### config.mk
export PLATFORM = sky130hd
export DESIGN_NAME = phy_soft_reset_strap_latch
export DESIGN_NICKNAME = d
export VERILOG_FILES = /design/src/logic/soft_reset_pkg.sv /design/src/logic/phy_soft_reset_strap_latch.sv
export SDC_FILE = /design/constraint.sdc
export NUM_CORES = 1
export LEC_CHECK = 0
export BUFFER_PORTS_ARGS = -buffer_cell sky130_fd_sc_hd__clkbuf_2
export CORE_ASPECT_RATIO = 1.75
export CORE_MARGIN = 5
export CORE_UTILIZATION = 45
export DETAILED_ROUTE_END_ITERATION = 10
export MAX_ROUTING_LAYER = met4
export PLACE_DENSITY = 0.67
export SLEW_MARGIN = 20
export SYNTH_ARGS = -nofsm -noshare
export SYNTH_HDL_FRONTEND = slang
export SYNTH_SLANG_ARGS = --single-unit
### constraint.sdc
create_clock -name core_clk -period 2.65 [get_ports core_clk]
set_input_delay 0.265 -clock core_clk [delete_from_list [all_inputs] [get_ports core_clk]]
set_output_delay 0.265 -clock core_clk [all_outputs]
set_load 0.01 [all_outputs]
### src/logic/soft_reset_pkg.sv
// constants for the soft reset and strap latch sequencer
package soft_reset_pkg;
  localparam int unsigned CLK_PERIOD_NS   = 40;
  localparam int unsigned RESET_HOLD_NS   = 500;
  localparam int unsigned OE_OFF_NS       = 1700;
  // least times, rounded up to whole cycles
  localparam int unsigned RESET_HOLD_CYC  = (RESET_HOLD_NS + CLK_PERIOD_NS - 1) / CLK_PERIOD_NS;
  localparam int unsigned OE_OFF_CYC      = (OE_OFF_NS + CLK_PERIOD_NS - 1) / CLK_PERIOD_NS;
  localparam int unsigned CNT_W           = 6;
  localparam int unsigned ADDR_W          = 5;
  localparam int unsigned MODE_W          = 8;
  localparam int unsigned SPEED_BIT       = 3;
  localparam logic [ADDR_W-1:0] ADDR_RESET = 5'h00;
  localparam logic [MODE_W-1:0] MODE_RESET = 8'h00;

  typedef enum logic [1:0] {
    ST_IDLE    = 2'b00,
    ST_HOLD    = 2'b01,
    ST_OE_WAIT = 2'b11
  } seq_state_type;
endpackage

### src/logic/phy_soft_reset_strap_latch.sv
// soft reset sequencer with strap latch and address pin driver control
//
// Function
// - A write of the upper control byte over the management link starts the soft reset.
// - The soft reset stays asserted for 500ns, then releases on a clock edge.
// - At that release all mode pins and address strap pins are captured.
// - Address pin drivers stay off from reset start until 1700ns after it.
// - After the strap window, address bit 3 drives out the 100 Mb/s indication.
// - Low power plus 100 Mb/s removes power from the 10 Mb/s and negotiation parts.
// - Five latched address bits pick one of 32 management addresses.
`timescale 1ns/10ps
`default_nettype none

module phy_soft_reset_strap_latch (
  input  wire logic                              core_clk,           // device clock
  input  wire logic                              reset_n,            // sync reset, active low
  input  wire logic                              ctrl_hi_byte_wr,    // upper control byte written
  input  wire logic [soft_reset_pkg::MODE_W-1:0] mode_pin_in,        // mode configuration pins
  input  wire logic [soft_reset_pkg::ADDR_W-1:0] phy_address_strap,  // address strap pin levels
  input  wire logic                              speed_100,          // 100 Mb/s operation
  input  wire logic                              low_power_in,       // low power pin
  input  wire logic [soft_reset_pkg::ADDR_W-1:0] mgmt_frame_addr,    // address of a mgmt frame
  output logic                                   soft_reset,         // internal reset, high
  output logic [soft_reset_pkg::MODE_W-1:0]      mode_cfg,           // latched mode straps
  output logic [soft_reset_pkg::ADDR_W-1:0]      phy_address,        // latched address
  output logic                                   address_pin_oe,     // address pin driver on
  output logic [soft_reset_pkg::ADDR_W-1:0]      address_pin_out,    // address pin drive value
  output logic                                   addr_match,         // frame is for this device
  output logic                                   ten_power_off,      // 10 Mb/s section off
  output logic                                   aneg_power_off      // negotiation circuit off
);

  // ----------------------------------------------------------------
  // pin synchronisers
  // ----------------------------------------------------------------
  logic [soft_reset_pkg::MODE_W-1:0] mode_meta_reg;
  logic [soft_reset_pkg::MODE_W-1:0] mode_sync_reg;
  logic [soft_reset_pkg::ADDR_W-1:0] addr_meta_reg;
  logic [soft_reset_pkg::ADDR_W-1:0] addr_sync_reg;
  logic                              lp_meta_reg;
  logic                              lp_sync_reg;

  always_ff @(posedge core_clk)
  begin
    mode_meta_reg <= mode_pin_in;
    mode_sync_reg <= mode_meta_reg;
    addr_meta_reg <= phy_address_strap;
    addr_sync_reg <= addr_meta_reg;
    lp_meta_reg   <= low_power_in;
    lp_sync_reg   <= lp_meta_reg;
  end

  // ----------------------------------------------------------------
  // helpers
  // ----------------------------------------------------------------
  // counter step, wraps at the counter width
  function automatic logic [soft_reset_pkg::CNT_W-1:0] cnt_inc(
    input logic [soft_reset_pkg::CNT_W-1:0] value
  );
    return value + 1'b1;
  endfunction

  // ----------------------------------------------------------------
  // sequencer
  // ----------------------------------------------------------------
  soft_reset_pkg::seq_state_type     state_reg;
  soft_reset_pkg::seq_state_type     state_next;
  logic [soft_reset_pkg::CNT_W-1:0]  cnt_reg;
  logic [soft_reset_pkg::CNT_W-1:0]  cnt_next;

  localparam logic [soft_reset_pkg::CNT_W-1:0] HOLD_LAST =
    soft_reset_pkg::CNT_W'(soft_reset_pkg::RESET_HOLD_CYC - 1);
  localparam logic [soft_reset_pkg::CNT_W-1:0] OE_LAST =
    soft_reset_pkg::CNT_W'(soft_reset_pkg::OE_OFF_CYC - 1);

  wire hold_done = (state_reg == soft_reset_pkg::ST_HOLD) && (cnt_reg == HOLD_LAST);
  wire oe_done   = (state_reg == soft_reset_pkg::ST_OE_WAIT) && (cnt_reg == OE_LAST);

  always_comb
  begin
    state_next = state_reg;
    cnt_next   = cnt_reg;
    unique case (state_reg)
      soft_reset_pkg::ST_IDLE:
      begin
        if (ctrl_hi_byte_wr)
        begin
          state_next = soft_reset_pkg::ST_HOLD;
          cnt_next   = '0;
        end
      end
      soft_reset_pkg::ST_HOLD:
      begin
        cnt_next = cnt_inc(cnt_reg);
        if (hold_done)
          state_next = soft_reset_pkg::ST_OE_WAIT;
      end
      soft_reset_pkg::ST_OE_WAIT:
      begin
        cnt_next = cnt_inc(cnt_reg);
        if (oe_done)
          state_next = soft_reset_pkg::ST_IDLE;
        else if (ctrl_hi_byte_wr)
        begin
          state_next = soft_reset_pkg::ST_HOLD;
          cnt_next   = '0;
        end
      end
      default:
      begin
        state_next = soft_reset_pkg::ST_IDLE;
        cnt_next   = '0;
      end
    endcase
  end

  always_ff @(posedge core_clk)
  begin
    if (!reset_n)
    begin
      state_reg <= soft_reset_pkg::ST_IDLE;
      cnt_reg   <= '0;
    end
    else
    begin
      state_reg <= state_next;
      cnt_reg   <= cnt_next;
    end
  end

  // ----------------------------------------------------------------
  // outputs
  // ----------------------------------------------------------------
  wire reset_on_next = (state_next == soft_reset_pkg::ST_HOLD);
  wire oe_on_next    = (state_next == soft_reset_pkg::ST_IDLE);
  wire speed_lp      = lp_sync_reg && speed_100;
  wire oe_next       = oe_on_next && !reset_on_next;
  wire match_next    = (mgmt_frame_addr == phy_address) && !soft_reset;
  wire power_next    = speed_lp && !soft_reset;

  // only the speed bit is driven high, the rest drive low
  logic [soft_reset_pkg::ADDR_W-1:0] pin_out_next;
  assign pin_out_next = soft_reset_pkg::ADDR_W'(speed_100) << soft_reset_pkg::SPEED_BIT;

  // ----------------------------------------------------------------
  // output registers
  // ----------------------------------------------------------------
  // reset held to rest of device
  always_ff @(posedge core_clk)
  begin
    if (!reset_n)
      soft_reset <= 1'b0;
    else
      soft_reset <= reset_on_next;
  end

  always_ff @(posedge core_clk)
  begin
    if (!reset_n)
    begin
      mode_cfg    <= soft_reset_pkg::MODE_RESET;
      phy_address <= soft_reset_pkg::ADDR_RESET;
    end
    else if (hold_done)
    begin
      mode_cfg    <= mode_sync_reg;
      phy_address <= addr_sync_reg;
    end
  end

  always_ff @(posedge core_clk)
  begin
    if (!reset_n)
      address_pin_oe <= 1'b0;
    else
      address_pin_oe <= oe_next;
  end

  always_ff @(posedge core_clk)
  begin
    if (!reset_n)
      address_pin_out <= '0;
    else
      address_pin_out <= pin_out_next;
  end

  always_ff @(posedge core_clk)
  begin
    if (!reset_n)
      addr_match <= 1'b0;
    else
      addr_match <= match_next;
  end

  always_ff @(posedge core_clk)
  begin
    if (!reset_n)
    begin
      ten_power_off  <= 1'b0;
      aneg_power_off <= 1'b0;
    end
    else
    begin
      ten_power_off  <= power_next;
      aneg_power_off <= power_next;
    end
  end

endmodule // phy_soft_reset_strap_latch

`default_nettype wire

# ---- Word-level counts from Yosys, hierarchy flattened
# Index checks and enable logic that the tools add are counted.
dict set report totals {
  register_bits 58
  in_bits 23
  out_inout_bits 23
  wordCells 42
}
dict set report op_classes {
  add_sub_neg 1
  eq_ne 7
  mux 8
  reduce_logical 10
}
# cell count
set ops {}
lappend ops {{6-bit two-way mux} 3}
lappend ops {{6-bit case mux with 3 select lines} 1}
lappend ops {{6-bit by 1-bit adder with 6-bit output, second input constant} 1}
lappend ops {{6-bit by 4-bit equality test with 1-bit output, second input constant} 1}
lappend ops {{6-bit equality test, second input constant} 1}
lappend ops {{1-bit logical AND} 6}
lappend ops {{2-bit two-way mux} 3}
lappend ops {{2-bit case mux with 3 select lines} 1}
lappend ops {{5-bit equality test} 1}
lappend ops {{2-bit by 1-bit equality test with 1-bit output, second input constant} 2}
lappend ops {{2-bit zero test} 2}
lappend ops {{2-bit equality test, second input constant} 1}
lappend ops {{1-bit zero test} 2}
lappend ops {{2-bit != test, second input constant} 1}

# ---- Depth between registers and ports, before layout
# Gate-level depths: netlist of run 1.
dict set report logic_depth {
  depth_word 7
  mapped_depth 6
  ltp_nobuf 6
}

# ---- Worst setup path before layout of run 1
# Ideal clock, no wire load.
dict set report synth_path {
  path_kind {flip-flop to flip-flop}
  start {register cnt_reg[0] (netlist bit)}
  end {register cnt_reg[2] (netlist bit)}
  setup_ps 103
  t_arrival_ps 1393
  required_time_ps 2547
  path_slack_ps 1154
  stages_incl_launch_ff 7
  n_path_buf 0
  synth_period_minus_slack_ps 1496
  cell_sequence {dfxtp_1 -> inv_1 -> ha_1 -> nand3b_1 -> or3b_4 -> and3_1 -> a2111oi_2}
}
dict set report synth_via {
  elab_chain_cells 4
  elab_cells_between_ends 6
  classes_between {add/sub: 1; eq/ne: 1; mux: 3; reduce/logical: 1}
}
# item line
set synth_lines {}
lappend synth_lines {{start, declared} phy_soft_reset_strap_latch.sv:68} ;# logic [soft_reset_pkg::CNT_W-1:0] cnt_reg;
lappend synth_lines {{start signal, assigned} phy_soft_reset_strap_latch.sv:127} ;# cnt_reg <= cnt_next;
lappend synth_lines {{6-bit by 1-bit adder with 6-bit output / 6-bit equality test (equally long branches)} {phy_soft_reset_strap_latch.sv:60, phy_soft_reset_strap_latch.sv:77}}
lappend synth_lines {{6-bit two-way mux / 1-bit logical AND (equally long branches)} {phy_soft_reset_strap_latch.sv:103, phy_soft_reset_strap_latch.sv:77}}
lappend synth_lines {{6-bit two-way mux} phy_soft_reset_strap_latch.sv:101} ;# if (oe_done)
lappend synth_lines {{6-bit case mux with 3 select lines (*)} phy_soft_reset_strap_latch.sv:83} ;# unique case (state_reg)
# Every way passes the cells marked *; elsewhere a longest branch is shown, timed or not.
# A chain may end at the register's enable or synchronous reset.

# ---- Worst setup path in the final report of run 1
dict set report layout_path {
  start {register state_reg[0]}
  end {register mode_cfg[7] (netlist bit)}
}
dict set report layout_via {
  elab_chain_cells 2
}
# item line
set layout_lines {}
lappend layout_lines {{start, declared} phy_soft_reset_strap_latch.sv:66} ;# soft_reset_pkg::seq_state_type state_reg;
lappend layout_lines {{start signal, assigned} phy_soft_reset_strap_latch.sv:121} ;# state_reg <= soft_reset_pkg::ST_IDLE;
lappend layout_lines {{start signal, assigned} phy_soft_reset_strap_latch.sv:126} ;# state_reg <= state_next;
lappend layout_lines {{2-bit by 1-bit equality test with 1-bit output} phy_soft_reset_strap_latch.sv:76} ;# wire hold_done = (state_reg == soft_reset_pkg::ST_HOLD) && (cnt_reg == HOLD_LAST);
lappend layout_lines {{1-bit logical AND} phy_soft_reset_strap_latch.sv:76}
lappend layout_lines {{end signal, assigned} phy_soft_reset_strap_latch.sv:161} ;# mode_cfg <= soft_reset_pkg::MODE_RESET;
lappend layout_lines {{end signal, assigned} phy_soft_reset_strap_latch.sv:166} ;# mode_cfg <= mode_sync_reg;
lappend layout_lines {{end, declared} phy_soft_reset_strap_latch.sv:24} ;# output logic [soft_reset_pkg::MODE_W-1:0] mode_cfg,
# No other way between the ends.

==> results.md, run 1 <==
* Largest area contributor in the netlist: dfxtp_1
* Top post-synthesis cells by area: dfxtp_1 (63%), mux2i_1 (7.6%), nor2_1 (4.1%), buf_4 (2.6%), xnor2_1 (2.5%)
* Root buffer cell: clkbuf_8
* CP Launch Type: flip-flop
* Sequential Power Share at 63.9%
* Peak Freq at 559 MHz
* Antenna violations before repair at 0
* Area fraction of the dominant cell type after synthesis at 62.8%
* Unique cell type count in the Yosys netlist at 32
* Die width at 56.7 um
* Synth Flop Type: dfxtp_1
* Ys Warns at 0
* Largest family of logic cells by synthesized area: simple AND/OR/NAND/NOR gates
* Clock-pin slew on the worst setup and hold paths at 0.09 ns
* PD cells at 661 nW/um^2
* Vias in the first global route at 1166
* Slowest CP cell: nand4_2
* Post-synthesis cell count at 150
* Starting Density at 46.9%
* Filler cells at 336
* Clock Skew at 0.00460 ns
* Period utilization at 67.5%
* Cts bufs inserted at 5
* Inst Count DP at 231
* Syn_area_per_cell at 11.5 um^2
* Lkg Pwr at 0.958 nW
* IO Pins at 46
* Largest net degree at the start of global routing at 22
* Simple-gate portion of the synthesized area at 13.4%
* Pwr Total at 1.33 mW
* Sequential share of the synthesized area at 62.8%
* Hold_buf cts at 0
* Die ar. at 5210 um^2
* Synth Cell Area at 1720 um^2
* Worst vdd ir at 442 uV
* Final Slew Violations at 0
* Design Area, Final at 2010 um^2
* Fin nets at 218
* Routed wire per std cell at 12.4 um
* Logic pwr share at 4.3%
* Worst Setup Path Type: flip-flop to flip-flop
* Slew @ Worst Pin at 0.676 ns
* Setup bufs post-CTS at 0
* Crit end category: flip-flop
* Switching Share at 21.2%
* Int Pwr at 1.05 mW
* Area of the multi-input gates at 568 um^2
* Crit-path cells: nor2b_1 -> nand4_2 -> mux2i_1 -> nor2_1
* GPL Wtd Cong at 0.728
* Via/cell ratio at 4.81
* Slowest stage delay, CP at 0.51 ns
* Routed WL at 2.94 mm
* Ant. Diodes at 0
* Met3 wire len at 170 um
* Residual DRC count at 0
* 1st-iter DRT viols at 9
* Share of cells above drive strength 1 at 27.1%
* Clock Power Share at 31.8%
* Worst Path Required at 2.81 ns
* Clk sink count at 54
* Synth Area in Compound Gates at 5.96%
* Critical path peak fanout at 15
* CTS tree: yes
* Cts repair resizes at 0
* Area Overhead vs Synth at 17.0%
* Core ar. at 3660 um^2
* First-pass GRT wire length at 5.02 mm
* Post-synth EDFFs at 0
* Die H at 91.8 um
* Status: finished clean
* Clock latency on the worst-skew pair at 0.30 ns
* Min-delay worst type: input port to flip-flop
* Grt ovf at 0
* Final setup fails at 0
* Post-Synth XOR/XNOR Area at 3.05%
* Psw at 282 uW
* Overall routing resource usage at 12.6%
* Minimum clock period at 1.79 ns
* Std-Cell Rows at 29
* Async SR Flop Fraction at 0%
* IO buf count at 41
* DRT Pass-1 Iters at 4
* Max-Cap Viols at 0
* Crit path DAT at 1.95 ns
* Final setup TNS at 0 ns
* Met2 WL at 1.64 mm
* Final Hold Viols at 0
* ANT nets after route at 0
* DP Area at 1930 um^2
* Clk buf depth at 2
* Mux share of post-synthesis cell area at 7.56%
* Storage cell area at 1080 um^2
* Vias at 1145
* Slew margin rel. at 54.9%
* Yosys reg bits at 54
* Top layer in use: met4
* Non-filler instance count after layout at 238
* H-Tree Level Count at 2
* Synth Area in Adders at 2.18%
* Met1 wire length at 1.06 mm
* Detailed Place HPWL at 2.25 mm
* RSZ-0062 raised after global routing: false
==> logic make-up (layout without fill, tap and decap cells) <==
group / Yosys count / after routing
muxes: 13 / 13
buffers and inverters: 14 / 53
adders and majority gates: 3 / 3
other: 1 / 4
DFF: 54 / 54
AOI/OAI and AO/OA: 15 / 15
xor gates and xnor gates: 6 / 6
and+or+nand+nor: 44 / 44
==> cell usage after synthesis, types with 2 or more instances <==
master,number
a21oi_1,4
a22oi_1,2
a31oi_1,2
and2_1,3
buf_4,6
clkbuf_1,2
dfxtp_1,54
ha_1,3
inv_1,5
mux2i_1,13
nand2_1,3
nand3_1,4
nand3b_1,3
nand4_1,2
nor2_1,19
nor3_1,2
o21ai_0,3
or3_1,2
xnor2_1,5
==> power by group through the flow <==
| stage | clock [mW] | combinational [mW] | sequential (mW) |
|---|---|---|---|
| floorplan | 0 | 0.0374 | 0.868 |
| CTS | 0.445 | 0.0582 | 0.851 |
| detailed placement | 0 | 0.0578 | 0.871 |
| finish | 0.423 | 0.0576 | 0.851 |
| global route | 0.477 | 0.0651 | 0.855 |
| global placement | 0 | 0.0570 | 0.869 |
==> area by class of cell <==
type / instances / area share, %
well taps: 46 / 2.86
clock inverters: 2 / 0.684
repair buffers: 41 / 10.2
clock buffers: 5 / 3.42
multi-input cells: 85 / 28.2
inverters: 5 / 0.932
flip-flops and latches: 54 / 53.7
==> final timing paths <==
kind / slack [ns] / cells after the start / from / endpoint
max: 0.86 / 4 / state_reg[0] / mode_cfg[7]
min: 0.06 / 1 / phy_address_strap[4] / addr_meta_reg[4]
max reg2reg: 0.86 / 4 / state_reg[0] / mode_cfg[7]
min reg2reg: 0.33 / 0 / addr_meta_reg[0] / addr_sync_reg[0]
==> placed cells by master (no fill, tap or decap), types with 3 or more instances in the layout <==
master and n:
a21oi_1 4, and2_1 3, clkbuf_2 41, clkbuf_8 5, conb_1 4, dfxtp_1 54
ha_1 3, inv_1 5, mux2i_1 13, nand2_1 3, nand3_1 4, nand3b_1 3
nor2_1 19, o21ai_0 3, xnor2_1 5
==> routing by layer <==
layer / GRT usage (%) / up-vias
met2: 22.2 / 29
li1: - / 577
met3: 3.51 / 5
met4: 6.77 / 0
met1: 12.2 / 534
met5: - / -
==> worst max-delay path: cells and delay by family (launching register included) <==
family,cells,cell delay (ns)
flip-flops,1,0.48
multiplexers,1,0.34
AND/OR/NAND/NOR,3,0.84
==> through the flow <==
stage	hold slack, ns	worst slack, ns	util [%]
3_5_place_dp	0.312	0.889	52.7
6_report	0.0628	0.860	54.9
4_1_cts	0.0488	0.837	54.9
5_1_grt	0.0421	0.699	54.9
3_3_place_gp	0.310	1.00	52.7
2_1_floorplan	0.293	1.15	-
No activity file was read; power rests on OpenSTA's default activity.
==> inputs of run 2 (changes only) <==
PLACE_DENSITY = 0.7   (was 0.67)
clock period = 1.5 ns   (was 2.65 ns; I/O delays follow)
==> run 2 against run 1 <==
- the flow now finishes with violations (negative setup slack)
- largest cell class unchanged
- sequential power up 76%
- worst setup slack worse by 0.87 ns
- highest routed layer unchanged
- critical endpoint is now cnt_reg[2]
- wire length up 17%
==> results.md, run 2 (synthesis gave the netlist of run 1 again) <==
* Status: complete, but fails checks
* Violated checks: negative setup slack
* Clock-pin slew on the worst setup and hold paths at 0.09 ns
* Cts bufs inserted at 5
* Grt ovf at 0
* CTS tree: yes
* Worst Path Required at 1.70 ns
* Critical path peak fanout at 2
* Peak Freq at 664 MHz
* Clk buf depth at 2
* Clock latency on the worst-skew pair at 0.29 ns
* Residual DRC count at 0
* Crit path DAT at 1.70 ns
* Routed WL at 3.44 mm
* Final Hold Viols at 0
* R2r startpoint: cnt_reg[0]
* Slew margin rel. at 51.9%
* ANT nets after route at 0
* Ant. Diodes at 0
* First-pass GRT wire length at 5.52 mm
* Std-Cell Rows at 29
* Critical path startpoint: cnt_reg[0]
* Final setup TNS at -0.00617 ns
* IO buf count at 41
* Detailed Place HPWL at 2.40 mm
* Slew @ Worst Pin at 0.721 ns
* Min-delay worst type: input port to flip-flop
* Starting Density at 46.9%
* CP top delay family: simple AND/OR/NAND/NOR gates
* Final setup fails at 1
* Worst Setup Path Type: flip-flop to flip-flop
* Pre-CTS WS at -0.0635 ns
* Crit end category: flip-flop
* Worst path bufs/invs at 1
* Share of cells above drive strength 1 at 33.5%
* Max-Cap Viols at 0
* Worst vdd ir at 1100 uV
* DRT Pass-1 Iters at 4
* Via/cell ratio at 4.80
* Clk sink count at 54
* Hold Path Origin: speed_100
* Die width at 56.7 um
* CP Launch Type: flip-flop
* Final Slew Violations at 0
* Clock Skew at 0.00517 ns
* Commonest non-fill, non-tap cell in the layout: dfxtp_1
* IO Pins at 46
* Final Util at 63.7%
* Largest net degree at the start of global routing at 22
* Period utilization at 100%
* Crit-path cells: inv_2 -> ha_4 -> nand3b_1 -> or3b_4 -> and3_4 -> a2111oi_4
* GPL Wtd Cong at 0.767
* Root buffer cell: clkbuf_8
* Fin nets at 243
* Worst Setup Slack, final at -0.00617 ns
* 1st-iter DRT viols at 28
* Vias at 1266
* RSZ-0062 raised after global routing: true
* Minimum clock period at 1.51 ns
* Die ar. at 5210 um^2
* H-Tree Level Count at 2
* Die H at 91.8 um
* Antenna violations before repair at 0
* Slowest stage delay, CP at 0.42 ns
* Area Overhead vs Synth at 35.8%
* Core ar. at 3660 um^2
* Vias in the first global route at 1255
* Routed wire per std cell at 13.0 um
* PD cells at 1060 nW/um^2
* Commonest cells after routing, fill and taps aside: dfxtp_1 (52), clkbuf_2 (41), nor2_1 (19)
* Slowest CP cell: or3b_4
* Final hold slack at 0.0691 ns
* Lkg Pwr at 1.09 nW
* Overall routing resource usage at 13.8%
[run 2: power breakdown]
part           internal [mW]  switching (mW)
registers               1.48          0.0183
logic                 0.0908          0.0740
clock network          0.371           0.435
[run 2: repair_timing]
action / 4_1_cts / 5_1_grt
hold buffers: 14 / 0
endpoints found under the setup margin: 1 / 16
gates resized for setup: 8 / 7
buffers inserted: 2 / 1
pin swaps: 3 / 3
endpoints found under the hold margin: 14 / 0
cloned: 0 / 1
[run 2: area by class of cell]
| type | instances | area [um^2] |
|---|---|---|
| fill | 310 | 1330 |
| sequential | 54 | 1080 |
| multi-input combinational | 85 | 619 |
| timing repair buffer | 66 | 462 |
| clock buffer | 6 | 82.6 |
| tap | 46 | 57.6 |
| inverter | 5 | 18.8 |
| clock inverter | 2 | 12.5 |
[run 2: stage by stage]
step                total power [mW]  instances  area (um^2)
global route                    2.58        264         2340
floorplan                       1.60        153         1730
CTS                             2.49        262         2280
finish                          2.47        264         2340
global placement                1.65        238         2000
detailed placement              1.66        238         2000
[run 2: metal layers]
layer	global-route usage [%]	vias to the layer above	share of wire, %
li1	-	627	-
met1	14.1	605	37
met2	25.0	30	57
met3	3.65	4	4.5
met4	4.64	0	1.1
met5	-	-	0
[run 2: path summary, 6_finish.rpt]
path	slack [ns]	cells past startpoint	end
max	-0.006	6	cnt_reg[2]
min	0.07	2	address_pin_out[3]
max reg2reg	-0.006	6	cnt_reg[2]
min reg2reg	0.33	0	mode_sync_reg[3]
